`src/adc_ctrl_pkg.sv`:
```
// shared constants, register map and carrier types for the converter control block
package adc_ctrl_pkg;

  // byte offsets of the word-aligned registers
  localparam logic [7:0] OFS_CVR   = 8'h00;
  localparam logic [7:0] OFS_FLAG  = 8'h04;
  localparam logic [7:0] OFS_MASK  = 8'h08;
  localparam logic [7:0] OFS_MODE0 = 8'h0C;
  localparam logic [7:0] OFS_AMP   = 8'h10;

  // comparator_reference_control fields
  localparam int BIT_REF1_ENABLE     = 5;
  localparam int BIT_REF1_GROUND_SEL = 4;
  localparam int BIT_REF0_ENABLE     = 2;
  localparam int BIT_REF0_SUPPLY_SEL = 1;
  // interrupt flag and mask fields
  localparam int BIT_CONV_DONE       = 0;
  // converter_mode_zero fields
  localparam int BIT_CONV_RUN        = 7;
  localparam int BIT_COMP_POWER      = 0;
  // gain_amplifier_control fields
  localparam int BIT_AMP_ENABLE      = 7;
  localparam int BIT_AMP_FB_GROUND   = 3;
  localparam int BIT_GAIN_HI         = 1;
  localparam int BIT_GAIN_LO         = 0;

  // reset values, transfer type code and default read data
  localparam logic       RST_MASK        = 1'b1;
  localparam logic [5:0] GAIN_BASE       = 6'h04;
  localparam logic [1:0] HTRANS_NONSEQ   = 2'b10;
  localparam logic [31:0] RDATA_ZERO     = 32'h0000_0000;

  // conversion timing
  localparam int CLK_PERIOD_NS = 50;
  localparam int CONV_TIME_NS  = 1000;
  localparam int CONV_CYCLES_I = (CONV_TIME_NS + CLK_PERIOD_NS - 1) / CLK_PERIOD_NS;
  localparam logic [7:0] CONV_LAST = 8'(CONV_CYCLES_I - 1);

  typedef enum logic {CONV_IDLE, CONV_BUSY} conv_state_e;

  typedef struct packed {
    logic        wr;
    logic [7:0]  addr;
    logic [31:0] wdata;
  } bus_req_s;

  typedef struct packed {
    logic       ref1_enable;
    logic       ref1_ground_sel;
    logic       ref0_enable;
    logic       ref0_supply_sel;
    logic       conv_run;
    logic       comparator_power;
    logic       amp_enable;
    logic       amp_feedback_ground_sel;
    logic [1:0] amp_gain_sel;
    logic [5:0] amp_gain_factor;
  } analog_ctrl_s;

endpackage : adc_ctrl_pkg

```
`src/adc_amp_ref_control.sv`:
```
// converter, amplifier and reference control registers with conversion sequencer and interrupt
//
// Contract
// - reference-1 ground bit 0 selects digital ground, 1 selects negative reference pin.
// - reference-0 generator runs only while its enable bit is 1.
// - reference-0 supply bit 0 selects main supply, 1 positive reference pin.
// - reference-1 generator runs when its enable bit is 1, stopped otherwise.
// - conversion-complete flag sits at bit 0 of the flag register; 1 means pending.
// - conversion-complete interrupt is serviced only while its mask bit is 0.
// - conversions run while run bit 7 of mode register is 1; 0 stops. The code also needs comparator bit 0 at 1 to start or keep converting.
// - voltage comparator operates while bit 0 of mode register is 1.
// - amplifier runs while bit 7 of amplifier control is 1.
// - gain field bits 1 to 0 select x4, x8, x16, x32.
// - feedback ground bit 3 selects digital ground at 0, amplifier ground pin at 1.
`timescale 1ns/100ps
`default_nettype none
module adc_amp_ref_control
  import adc_ctrl_pkg::*;
(
  input  wire logic        mclk,
  input  wire logic        nrst,
  input  wire logic        hsel,
  input  wire logic [31:0] haddr,
  input  wire logic [1:0]  htrans,
  input  wire logic        hwrite,
  input  wire logic [2:0]  hsize,
  input  wire logic [31:0] hwdata,
  input  wire logic        hready,
  output logic             hreadyout,
  output logic             hresp,
  output logic [31:0]      hrdata,
  output analog_ctrl_s     analog,
  output logic             conv_done,
  output logic             irq
);

  bus_req_s     bus_req;
  logic [7:0]   rd_addr;
  logic [31:0]  rdata;

  analog_ctrl_s ctl_reg;
  analog_ctrl_s ctl_next;
  logic         flag_reg;
  logic         flag_next;
  logic         mask_reg;
  logic         mask_next;
  logic         irq_reg;
  logic         irq_next;
  conv_state_e  state_reg;
  conv_state_e  state_next;
  logic [7:0]   cnt_reg;
  logic [7:0]   cnt_next;
  logic         done_reg;
  logic         done_next;
  logic [7:0]   busy_age_reg;
  logic [7:0]   busy_age_next;

  logic         wr_cvr;
  logic         wr_flag;
  logic         wr_mask;
  logic         wr_mode;
  logic         wr_amp;
  logic         conv_end;
  logic         flag_clear;

  // only whole-word transfers are expected, so the size is not decoded
  ahb_lite_slave u_bus (
    .mclk      (mclk),
    .nrst      (nrst),
    .hsel      (hsel),
    .haddr     (haddr),
    .htrans    (htrans),
    .hwrite    (hwrite),
    .hwdata    (hwdata),
    .hready    (hready),
    .rdata     (rdata),
    .hreadyout (hreadyout),
    .hresp     (hresp),
    .hrdata    (hrdata),
    .rd_addr   (rd_addr),
    .bus_req   (bus_req)
  );

  always_comb
  begin
    rdata = RDATA_ZERO;
    case (rd_addr)
      OFS_CVR:
      begin
        rdata[BIT_REF1_ENABLE]     = ctl_reg.ref1_enable;
        rdata[BIT_REF1_GROUND_SEL] = ctl_reg.ref1_ground_sel;
        rdata[BIT_REF0_ENABLE]     = ctl_reg.ref0_enable;
        rdata[BIT_REF0_SUPPLY_SEL] = ctl_reg.ref0_supply_sel;
      end
      OFS_FLAG:  rdata[BIT_CONV_DONE] = flag_reg;
      OFS_MASK:  rdata[BIT_CONV_DONE] = mask_reg;
      OFS_MODE0:
      begin
        rdata[BIT_CONV_RUN]   = ctl_reg.conv_run;
        rdata[BIT_COMP_POWER] = ctl_reg.comparator_power;
      end
      OFS_AMP:
      begin
        rdata[BIT_AMP_ENABLE]    = ctl_reg.amp_enable;
        rdata[BIT_AMP_FB_GROUND] = ctl_reg.amp_feedback_ground_sel;
        rdata[BIT_GAIN_HI]       = ctl_reg.amp_gain_sel[1];
        rdata[BIT_GAIN_LO]       = ctl_reg.amp_gain_sel[0];
      end
      default:   rdata = RDATA_ZERO;
    endcase
  end

  always_comb
  begin
    wr_cvr  = bus_req.wr && (bus_req.addr == OFS_CVR);
    wr_flag = bus_req.wr && (bus_req.addr == OFS_FLAG);
    wr_mask = bus_req.wr && (bus_req.addr == OFS_MASK);
    wr_mode = bus_req.wr && (bus_req.addr == OFS_MODE0);
    wr_amp  = bus_req.wr && (bus_req.addr == OFS_AMP);
    ctl_next = ctl_reg;
    if (wr_cvr)
    begin
      ctl_next.ref1_ground_sel = bus_req.wdata[BIT_REF1_GROUND_SEL];
      ctl_next.ref0_enable     = bus_req.wdata[BIT_REF0_ENABLE];
      ctl_next.ref0_supply_sel = bus_req.wdata[BIT_REF0_SUPPLY_SEL];
      ctl_next.ref1_enable     = bus_req.wdata[BIT_REF1_ENABLE];
    end
    if (wr_mode)
    begin
      ctl_next.conv_run         = bus_req.wdata[BIT_CONV_RUN];
      ctl_next.comparator_power = bus_req.wdata[BIT_COMP_POWER];
    end
    if (wr_amp)
    begin
      ctl_next.amp_enable              = bus_req.wdata[BIT_AMP_ENABLE];
      ctl_next.amp_feedback_ground_sel = bus_req.wdata[BIT_AMP_FB_GROUND];
      ctl_next.amp_gain_sel            = bus_req.wdata[BIT_GAIN_HI:BIT_GAIN_LO];
    end
    // gain factor doubles per code step
    ctl_next.amp_gain_factor = GAIN_BASE << ctl_next.amp_gain_sel;
  end

  // conversion sequencer: back-to-back conversions of fixed length while enabled
  always_comb
  begin
    state_next = state_reg;
    cnt_next   = cnt_reg;
    conv_end   = 1'b0;
    case (state_reg)
      CONV_IDLE:
      begin
        cnt_next = 8'h00;
        // start only with the run bit set
        if (ctl_reg.conv_run && ctl_reg.comparator_power)
        begin
          state_next = CONV_BUSY;
        end
      end
      CONV_BUSY:
      begin
        // losing comparator power aborts the conversion
        if (!ctl_reg.conv_run || !ctl_reg.comparator_power)
        begin
          state_next = CONV_IDLE;
          cnt_next   = 8'h00;
        end
        else if (cnt_reg == CONV_LAST)
        begin
          conv_end = 1'b1;
          cnt_next = 8'h00;
        end
        else
        begin
          cnt_next = cnt_reg + 8'h01;
        end
      end
      default:
      begin
        state_next = CONV_IDLE;
        cnt_next   = 8'h00;
      end
    endcase
    done_next = conv_end;
  end

  always_comb
  begin
    // a new conversion end beats a same-cycle clear
    flag_clear = wr_flag && !bus_req.wdata[BIT_CONV_DONE];
    flag_next  = conv_end || (flag_reg && !flag_clear);
    mask_next  = wr_mask ? bus_req.wdata[BIT_CONV_DONE] : mask_reg;
    // mask of 1 blocks the request
    irq_next   = flag_next && !mask_next;
  end

  always_ff @(posedge mclk or negedge nrst)
  begin
    if (!nrst)
    begin
      ctl_reg   <= '{amp_gain_factor: GAIN_BASE, default: '0};
      flag_reg  <= 1'b0;
      mask_reg  <= RST_MASK;
      irq_reg   <= 1'b0;
      state_reg <= CONV_IDLE;
      cnt_reg   <= 8'h00;
      done_reg  <= 1'b0;
    end
    else
    begin
      ctl_reg   <= ctl_next;
      flag_reg  <= flag_next;
      mask_reg  <= mask_next;
      irq_reg   <= irq_next;
      state_reg <= state_next;
      cnt_reg   <= cnt_next;
      done_reg  <= done_next;
    end
  end

  assign analog    = ctl_reg;
  assign conv_done = done_reg;
  assign irq       = irq_reg;

  // age since entering busy, kept apart from the sequencer count so the timing check is independent
  always_comb
  begin
    busy_age_next = 8'h00;
    if (state_reg == CONV_BUSY && busy_age_reg != 8'hFF)
    begin
      busy_age_next = busy_age_reg + 8'h01;
    end
    else if (state_reg == CONV_BUSY)
    begin
      busy_age_next = busy_age_reg;
    end
  end

  always_ff @(posedge mclk or negedge nrst)
  begin
    if (!nrst)
    begin
      busy_age_reg <= 8'h00;
    end
    else
    begin
      busy_age_reg <= busy_age_next;
    end
  end
endmodule : adc_amp_ref_control
`default_nettype wire

```
`src/ahb_lite_slave.sv`:
```
// zero-wait ahb-lite slave front end: address capture, write strobe, registered read data
`timescale 1ns/100ps
`default_nettype none
module ahb_lite_slave
  import adc_ctrl_pkg::*;
(
  input  wire logic        mclk,
  input  wire logic        nrst,
  input  wire logic        hsel,
  input  wire logic [31:0] haddr,
  input  wire logic [1:0]  htrans,
  input  wire logic        hwrite,
  input  wire logic [31:0] hwdata,
  input  wire logic        hready,
  input  wire logic [31:0] rdata,
  output logic             hreadyout,
  output logic             hresp,
  output logic [31:0]      hrdata,
  output logic [7:0]       rd_addr,
  output bus_req_s         bus_req
);

  logic        wr_pend_reg;
  logic        wr_pend_next;
  logic [7:0]  wr_addr_reg;
  logic [7:0]  wr_addr_next;
  logic [31:0] hrdata_reg;
  logic [31:0] hrdata_next;
  logic        active;

  always_comb
  begin
    active       = hsel && hready && (htrans == HTRANS_NONSEQ);
    wr_pend_next = active && hwrite;
    wr_addr_next = active ? haddr[7:0] : wr_addr_reg;
    // read data is fetched at the address edge so the data phase needs no wait
    hrdata_next  = (active && !hwrite) ? rdata : RDATA_ZERO;
  end

  always_ff @(posedge mclk or negedge nrst)
  begin
    if (!nrst)
    begin
      wr_pend_reg <= 1'b0;
      wr_addr_reg <= 8'h00;
      hrdata_reg  <= 32'h0000_0000;
    end
    else
    begin
      wr_pend_reg <= wr_pend_next;
      wr_addr_reg <= wr_addr_next;
      hrdata_reg  <= hrdata_next;
    end
  end

  assign hreadyout     = 1'b1;
  assign hresp         = 1'b0;
  assign hrdata        = hrdata_reg;
  assign rd_addr       = haddr[7:0];
  assign bus_req.wr    = wr_pend_reg;
  assign bus_req.addr  = wr_addr_reg;
  assign bus_req.wdata = hwdata;

endmodule : ahb_lite_slave
`default_nettype wire
```
`config.mk`:
```
export PLATFORM = sky130hd
export DESIGN_NAME = adc_amp_ref_control
export DESIGN_NICKNAME = d
export VERILOG_FILES = /design/src/adc_ctrl_pkg.sv /design/src/adc_amp_ref_control.sv /design/src/ahb_lite_slave.sv
export SDC_FILE = /design/constraint.sdc
export NUM_CORES = 1
export LEC_CHECK = 0
export BUFFER_PORTS_ARGS = -buffer_cell sky130_fd_sc_hd__buf_2
export CAP_MARGIN = 15
export CORE_ASPECT_RATIO = 0.7
export CORE_UTILIZATION = 28
export DETAILED_ROUTE_END_ITERATION = 16
export SYNTH_ARGS = -nofsm -noshare
export SYNTH_HDL_FRONTEND = slang
export SYNTH_SLANG_ARGS = --single-unit
```
`constraint.sdc`:
```
create_clock -name mclk -period 3.28 [get_ports mclk]
set_input_delay 0.164 -clock mclk [delete_from_list [all_inputs] [get_ports mclk]]
set_output_delay 0.164 -clock mclk [all_outputs]
set_load 0.005 [all_outputs]
```
Word-level counts from Yosys, hierarchy flattened
Index checks and enable logic that the tools add are counted.

Register bits after elaboration: 70. Output and inout bits: 52. Word-level logic and storage cells: 73. Input bits: 74.

Reductions and logical operators: 23. Eq/ne operators: 10. Muxes and demuxes: 18. Bitwise operators: 1. Add/subtract/negate cells: 1. Shift operators: 1.

Operators with widths (number): $eq 8x4->1 const B (4); $eq 8x5->1 const B (3); $mux 8 (3); $eq 8x3->1 const B (2); $logic_not 8->1 (2); $pmux 8 s2 (1); $logic_and 1x1->1 (13); $add 8x1->8 const B (1); $mux 1 (8); $logic_not 1->1 (6); $pmux 1 s2 (3); $shl 3x2->6 const A (1); $mux 2 (2); $pmux 1 s4 (1); $eq 2x2->1 const B (1); $logic_or 1x1->1 (2); $not 1->1 (1).

Longest topological paths before layout
Depth after elaboration: 7. Mapped depth: 5. Mapped depth without buffers: 5.

By module
A second synthesis with hierarchy kept.

Cell total of the unflattened synthesis: 255. Area, all modules: 3106.7 µm².

By module, submodules not included: ahb_lite_slave (instances 1, cells an instance 137, area an instance 1786.7 µm², sequential area each 1026.0 µm²); adc_amp_ref_control (instances 1, cells an instance 118, area an instance 1320.0 µm², sequential area each 678.2 µm²).

Least setup slack after synthesis
No wires, ideal clock.

Path kind: reg2reg. Start: register u_bus.wr_addr_reg[1]. End: register ctl_reg (netlist bit analog[6]). Data required time: 3.155 ns. Period minus slack after synthesis: 1.668 ns. Cell stages (with the launch flop): 5. Buffers on the path: 1. Library setup time: 0.125 ns. Setup slack: 1.612 ns. Arrival: 1.543 ns. Cell sequence: dfrtp_1 -> nor4b_1 -> and4b_1 -> buf_2 -> mux2_2.

RTL lines: start, declared (line ahb_lite_slave.sv:25) `logic [7:0] wr_addr_reg;`; start signal, assigned (line ahb_lite_slave.sv:51) `wr_addr_reg <= wr_addr_next;`; end signal, assigned (line adc_amp_ref_control.sv:210) `ctl_reg <= ctl_next;`; end, declared (line adc_amp_ref_control.sv:41) `analog_ctrl_s ctl_reg;`.

Worst setup path after layout
Start: register u_bus.wr_addr_reg[1]. End: register ctl_reg (netlist bit analog[8]).

Word-level cells in the longest chain between the ends: 2.

RTL lines: $eq 8x5->1 (line adc_amp_ref_control.sv:119) `wr_amp = bus_req.wr && (bus_req.addr == OFS_AMP);`; $logic_and 1x1->1 (line adc_amp_ref_control.sv:119).

Every way passes these cells. A chain may end at the register's enable or synchronous reset.

==> flow_summary.ini <==
[sta]
fin_crit_ps = 1970
report.final.hold_viol_count = 0
fin_tns_setup_ps = 0
slew_violations = 0
setup_violations = 0
rsz0062_at_grt = no
worst_slew_pin_slew_ps = 925
min_period_over_period = 0.601
slew_headroom = 0.383
max_freq_ghz = 0.507
skew_ps = 2.59

[route]
drc = 0
viasPerCell = 4.12
ant_nets = 0
drt-total-wl_um = 3770
num_vias = 1284
routedWlPerCell_um = 12.1
drtPass1Iterations = 3
first_iter_violations = 46

[power_and_ir_drop]
peakVddDrop_mv = 0.280
totalPowerFinal_mw = 1.01
cellPowerDensity_mw_per_mm2 = 436
cellLeakagePower_nw = 1.17

[logic_synthesis]
seq_area_frac_synth = 0.531
synth-edff-count = 0
synthCells = 172
synthTopCellsByArea = dfrtp_1 (51%), buf_4 (11%), mux2_2 (11%)
ys_ff_latch = 43
yosys.area.top_type = dfrtp_1
synth_area_sq_mm = 0.00203
yosysMostFrequentCell = dfrtp_1
synth_cell_types = 37
avgSynthCellArea_sq_um = 11.8
synthArstFlopShare = 1.00
yosysTopAreaCellShare = 0.506
yosysWarnings = 0
synth_common_cells = dfrtp_1 (41), buf_4 (29), mux2_2 (19)
synthFlopType = dfrtp_1

[global_routing]
grt_max_degree = 44
grt_pass1_wl_um = 6220
track_usage = 0.106
overflow = 0
grt_pass1_vias = 1265
antenna_found_initial = 0

[finish]
multi_input_area_sq_um = 811
drive_gt1_frac = 0.344
fillers = 718
seqCellArea_sq_mm = 0.00108
final_util = 0.337
area_delta_synth_final_pct = 14.1
fin_area_sq_mm = 0.00232
num-nets-final = 292
largest_reg_flops = 14
antenna_cells = 0

[cts]
worstSkewPairLatency_ps = 290
cts_sinks = 43
cts_tree = done
path_clk_slew_ps = 80
cts_made_buffers = 5
postCtsSetupRepairBufs = 0
cts-resized-gates = 0
clockBufferDepth = 2
h-tree-depth = 2
hold_buffers = 0
root_buffer = clkbuf_8

[floorplanning]
dieArea_sq_mm = 0.00760
ios = 126
die_h_um = 73.2
start_util = 0.295
fp.dieW_um = 104
row_count = 25
core_area_sq_mm = 0.00688

[setup_path]
timing.rr.start = u_bus.wr_addr_reg[1]
crit_path_end_kind = flip-flop
critical_path_buf_inv_count = 0
crit_end = analog[8]
start_kind = flip-flop
worst-path-max-fanout = 12
worst_path_max_delay_cell = and4b_1
max_stage_delay_ps = 570
worstSetupPathType = flip-flop to flip-flop
rrSetupSlack_ps = 1310
worst-path-stages = 3
r2r_cells = 3
required_ps = 3460
crit_arrival_ps = 2150
cp_top_family = simple AND/OR/NAND/NOR gates
timing.rr.end = analog[8]
cp-startpoint = u_bus.wr_addr_reg[1]
crit_chain = nor4b_1 > and4b_1 > mux2_2

[placed_design]
gp_congestion = 0.795
place_hpwl_um = 2870
placedInstanceArea_sq_mm = 0.00223
port_buffers = 44

[run]
maxCapViolations = 0

[run_status]
status = complete, no violations

[min_path]
min_path_type = input port to async pin
[metal layers]
| layer | vias to the layer above | wire length, um | global-route usage |
|---|---|---|---|
| li1 | 626 | - | - |
| met1 | 616 | 1880 | 0.145 |
| met2 | 37 | 1650 | 0.160 |
| met3 | 5 | 181 | 0.0241 |
| met4 | 0 | 58 | 0.0524 |
| met5 | - | 0 | 0 |
[per-stage QoR]
stage	cells	worst slack, ps	hold WS (ps)
after detailed placement	304	1330	368
after CTS	312	1300	42.2
after global placement	304	1340	370
after global routing	312	1170	75.0
final	312	1310	0.164
after floorplan	199	1610	-132
[cells in the final DEF (no fill, tap or decap), drive strengths merged, types with 2 or more instances in the layout]
master,n
o21ai,3
and2,5
nor4,5
nand3b,2
nand4,2
nand3,8
xor2,5
nand4b,2
and3b,2
nor2,11
dfrtp,41
mux2,19
mux2i,3
dfstp,2
buf,44
or4,2
clkbuf,6
conb,29
nand2,7
nand2b,3
a21oi,2
and3,2
[report_power, final]
| part | leakage (nW) | internal, mW | switching [mW] | total (mW) |
|---|---|---|---|---|
| sequential | 0.571 | 0.563 | 0.0266 | 0.590 |
| combinational | 0.556 | 0.0461 | 0.0490 | 0.0951 |
| clock | 0.0412 | 0.149 | 0.175 | 0.324 |
| total | 1.17 | 0.758 | 0.251 | 1.01 |
[cell type report]
type / count / share of cell area
clock inverter: 2 / 0.00540
multi-input combinational: 122 / 0.350
tap: 94 / 0.0508
clock buffer: 6 / 0.0313
timing repair buffer: 44 / 0.0951
sequential: 43 / 0.466
inverter: 1 / 0.00162
[logic make-up (layout without fill, tap and decap cells)]
kind of cell,after synthesis,after routing,share of synthesized area
adders and majority gates,1,1,0.00616
muxes,22,22,0.120
and+or+nand+nor,57,57,0.174
buffers and inverters,34,53,0.119
other,2,29,0.00370
AOI/OAI and AO/OA,7,7,0.0197
DFF,43,43,0.531
xor gates and xnor gates,6,6,0.0259
[worst min path at each step]
| stage | from | endpoint | cells after the start |
|---|---|---|---|
| finish | nrst | cnt_reg[7] | 1 |
| floorplan | nrst | analog[10] | 0 |
| detailed placement | nrst | cnt_reg[7] | 1 |
| global placement | nrst | cnt_reg[7] | 1 |
| CTS | nrst | cnt_reg[7] | 1 |
| global route | nrst | cnt_reg[7] | 1 |
(Power assumes the default switching activity.)
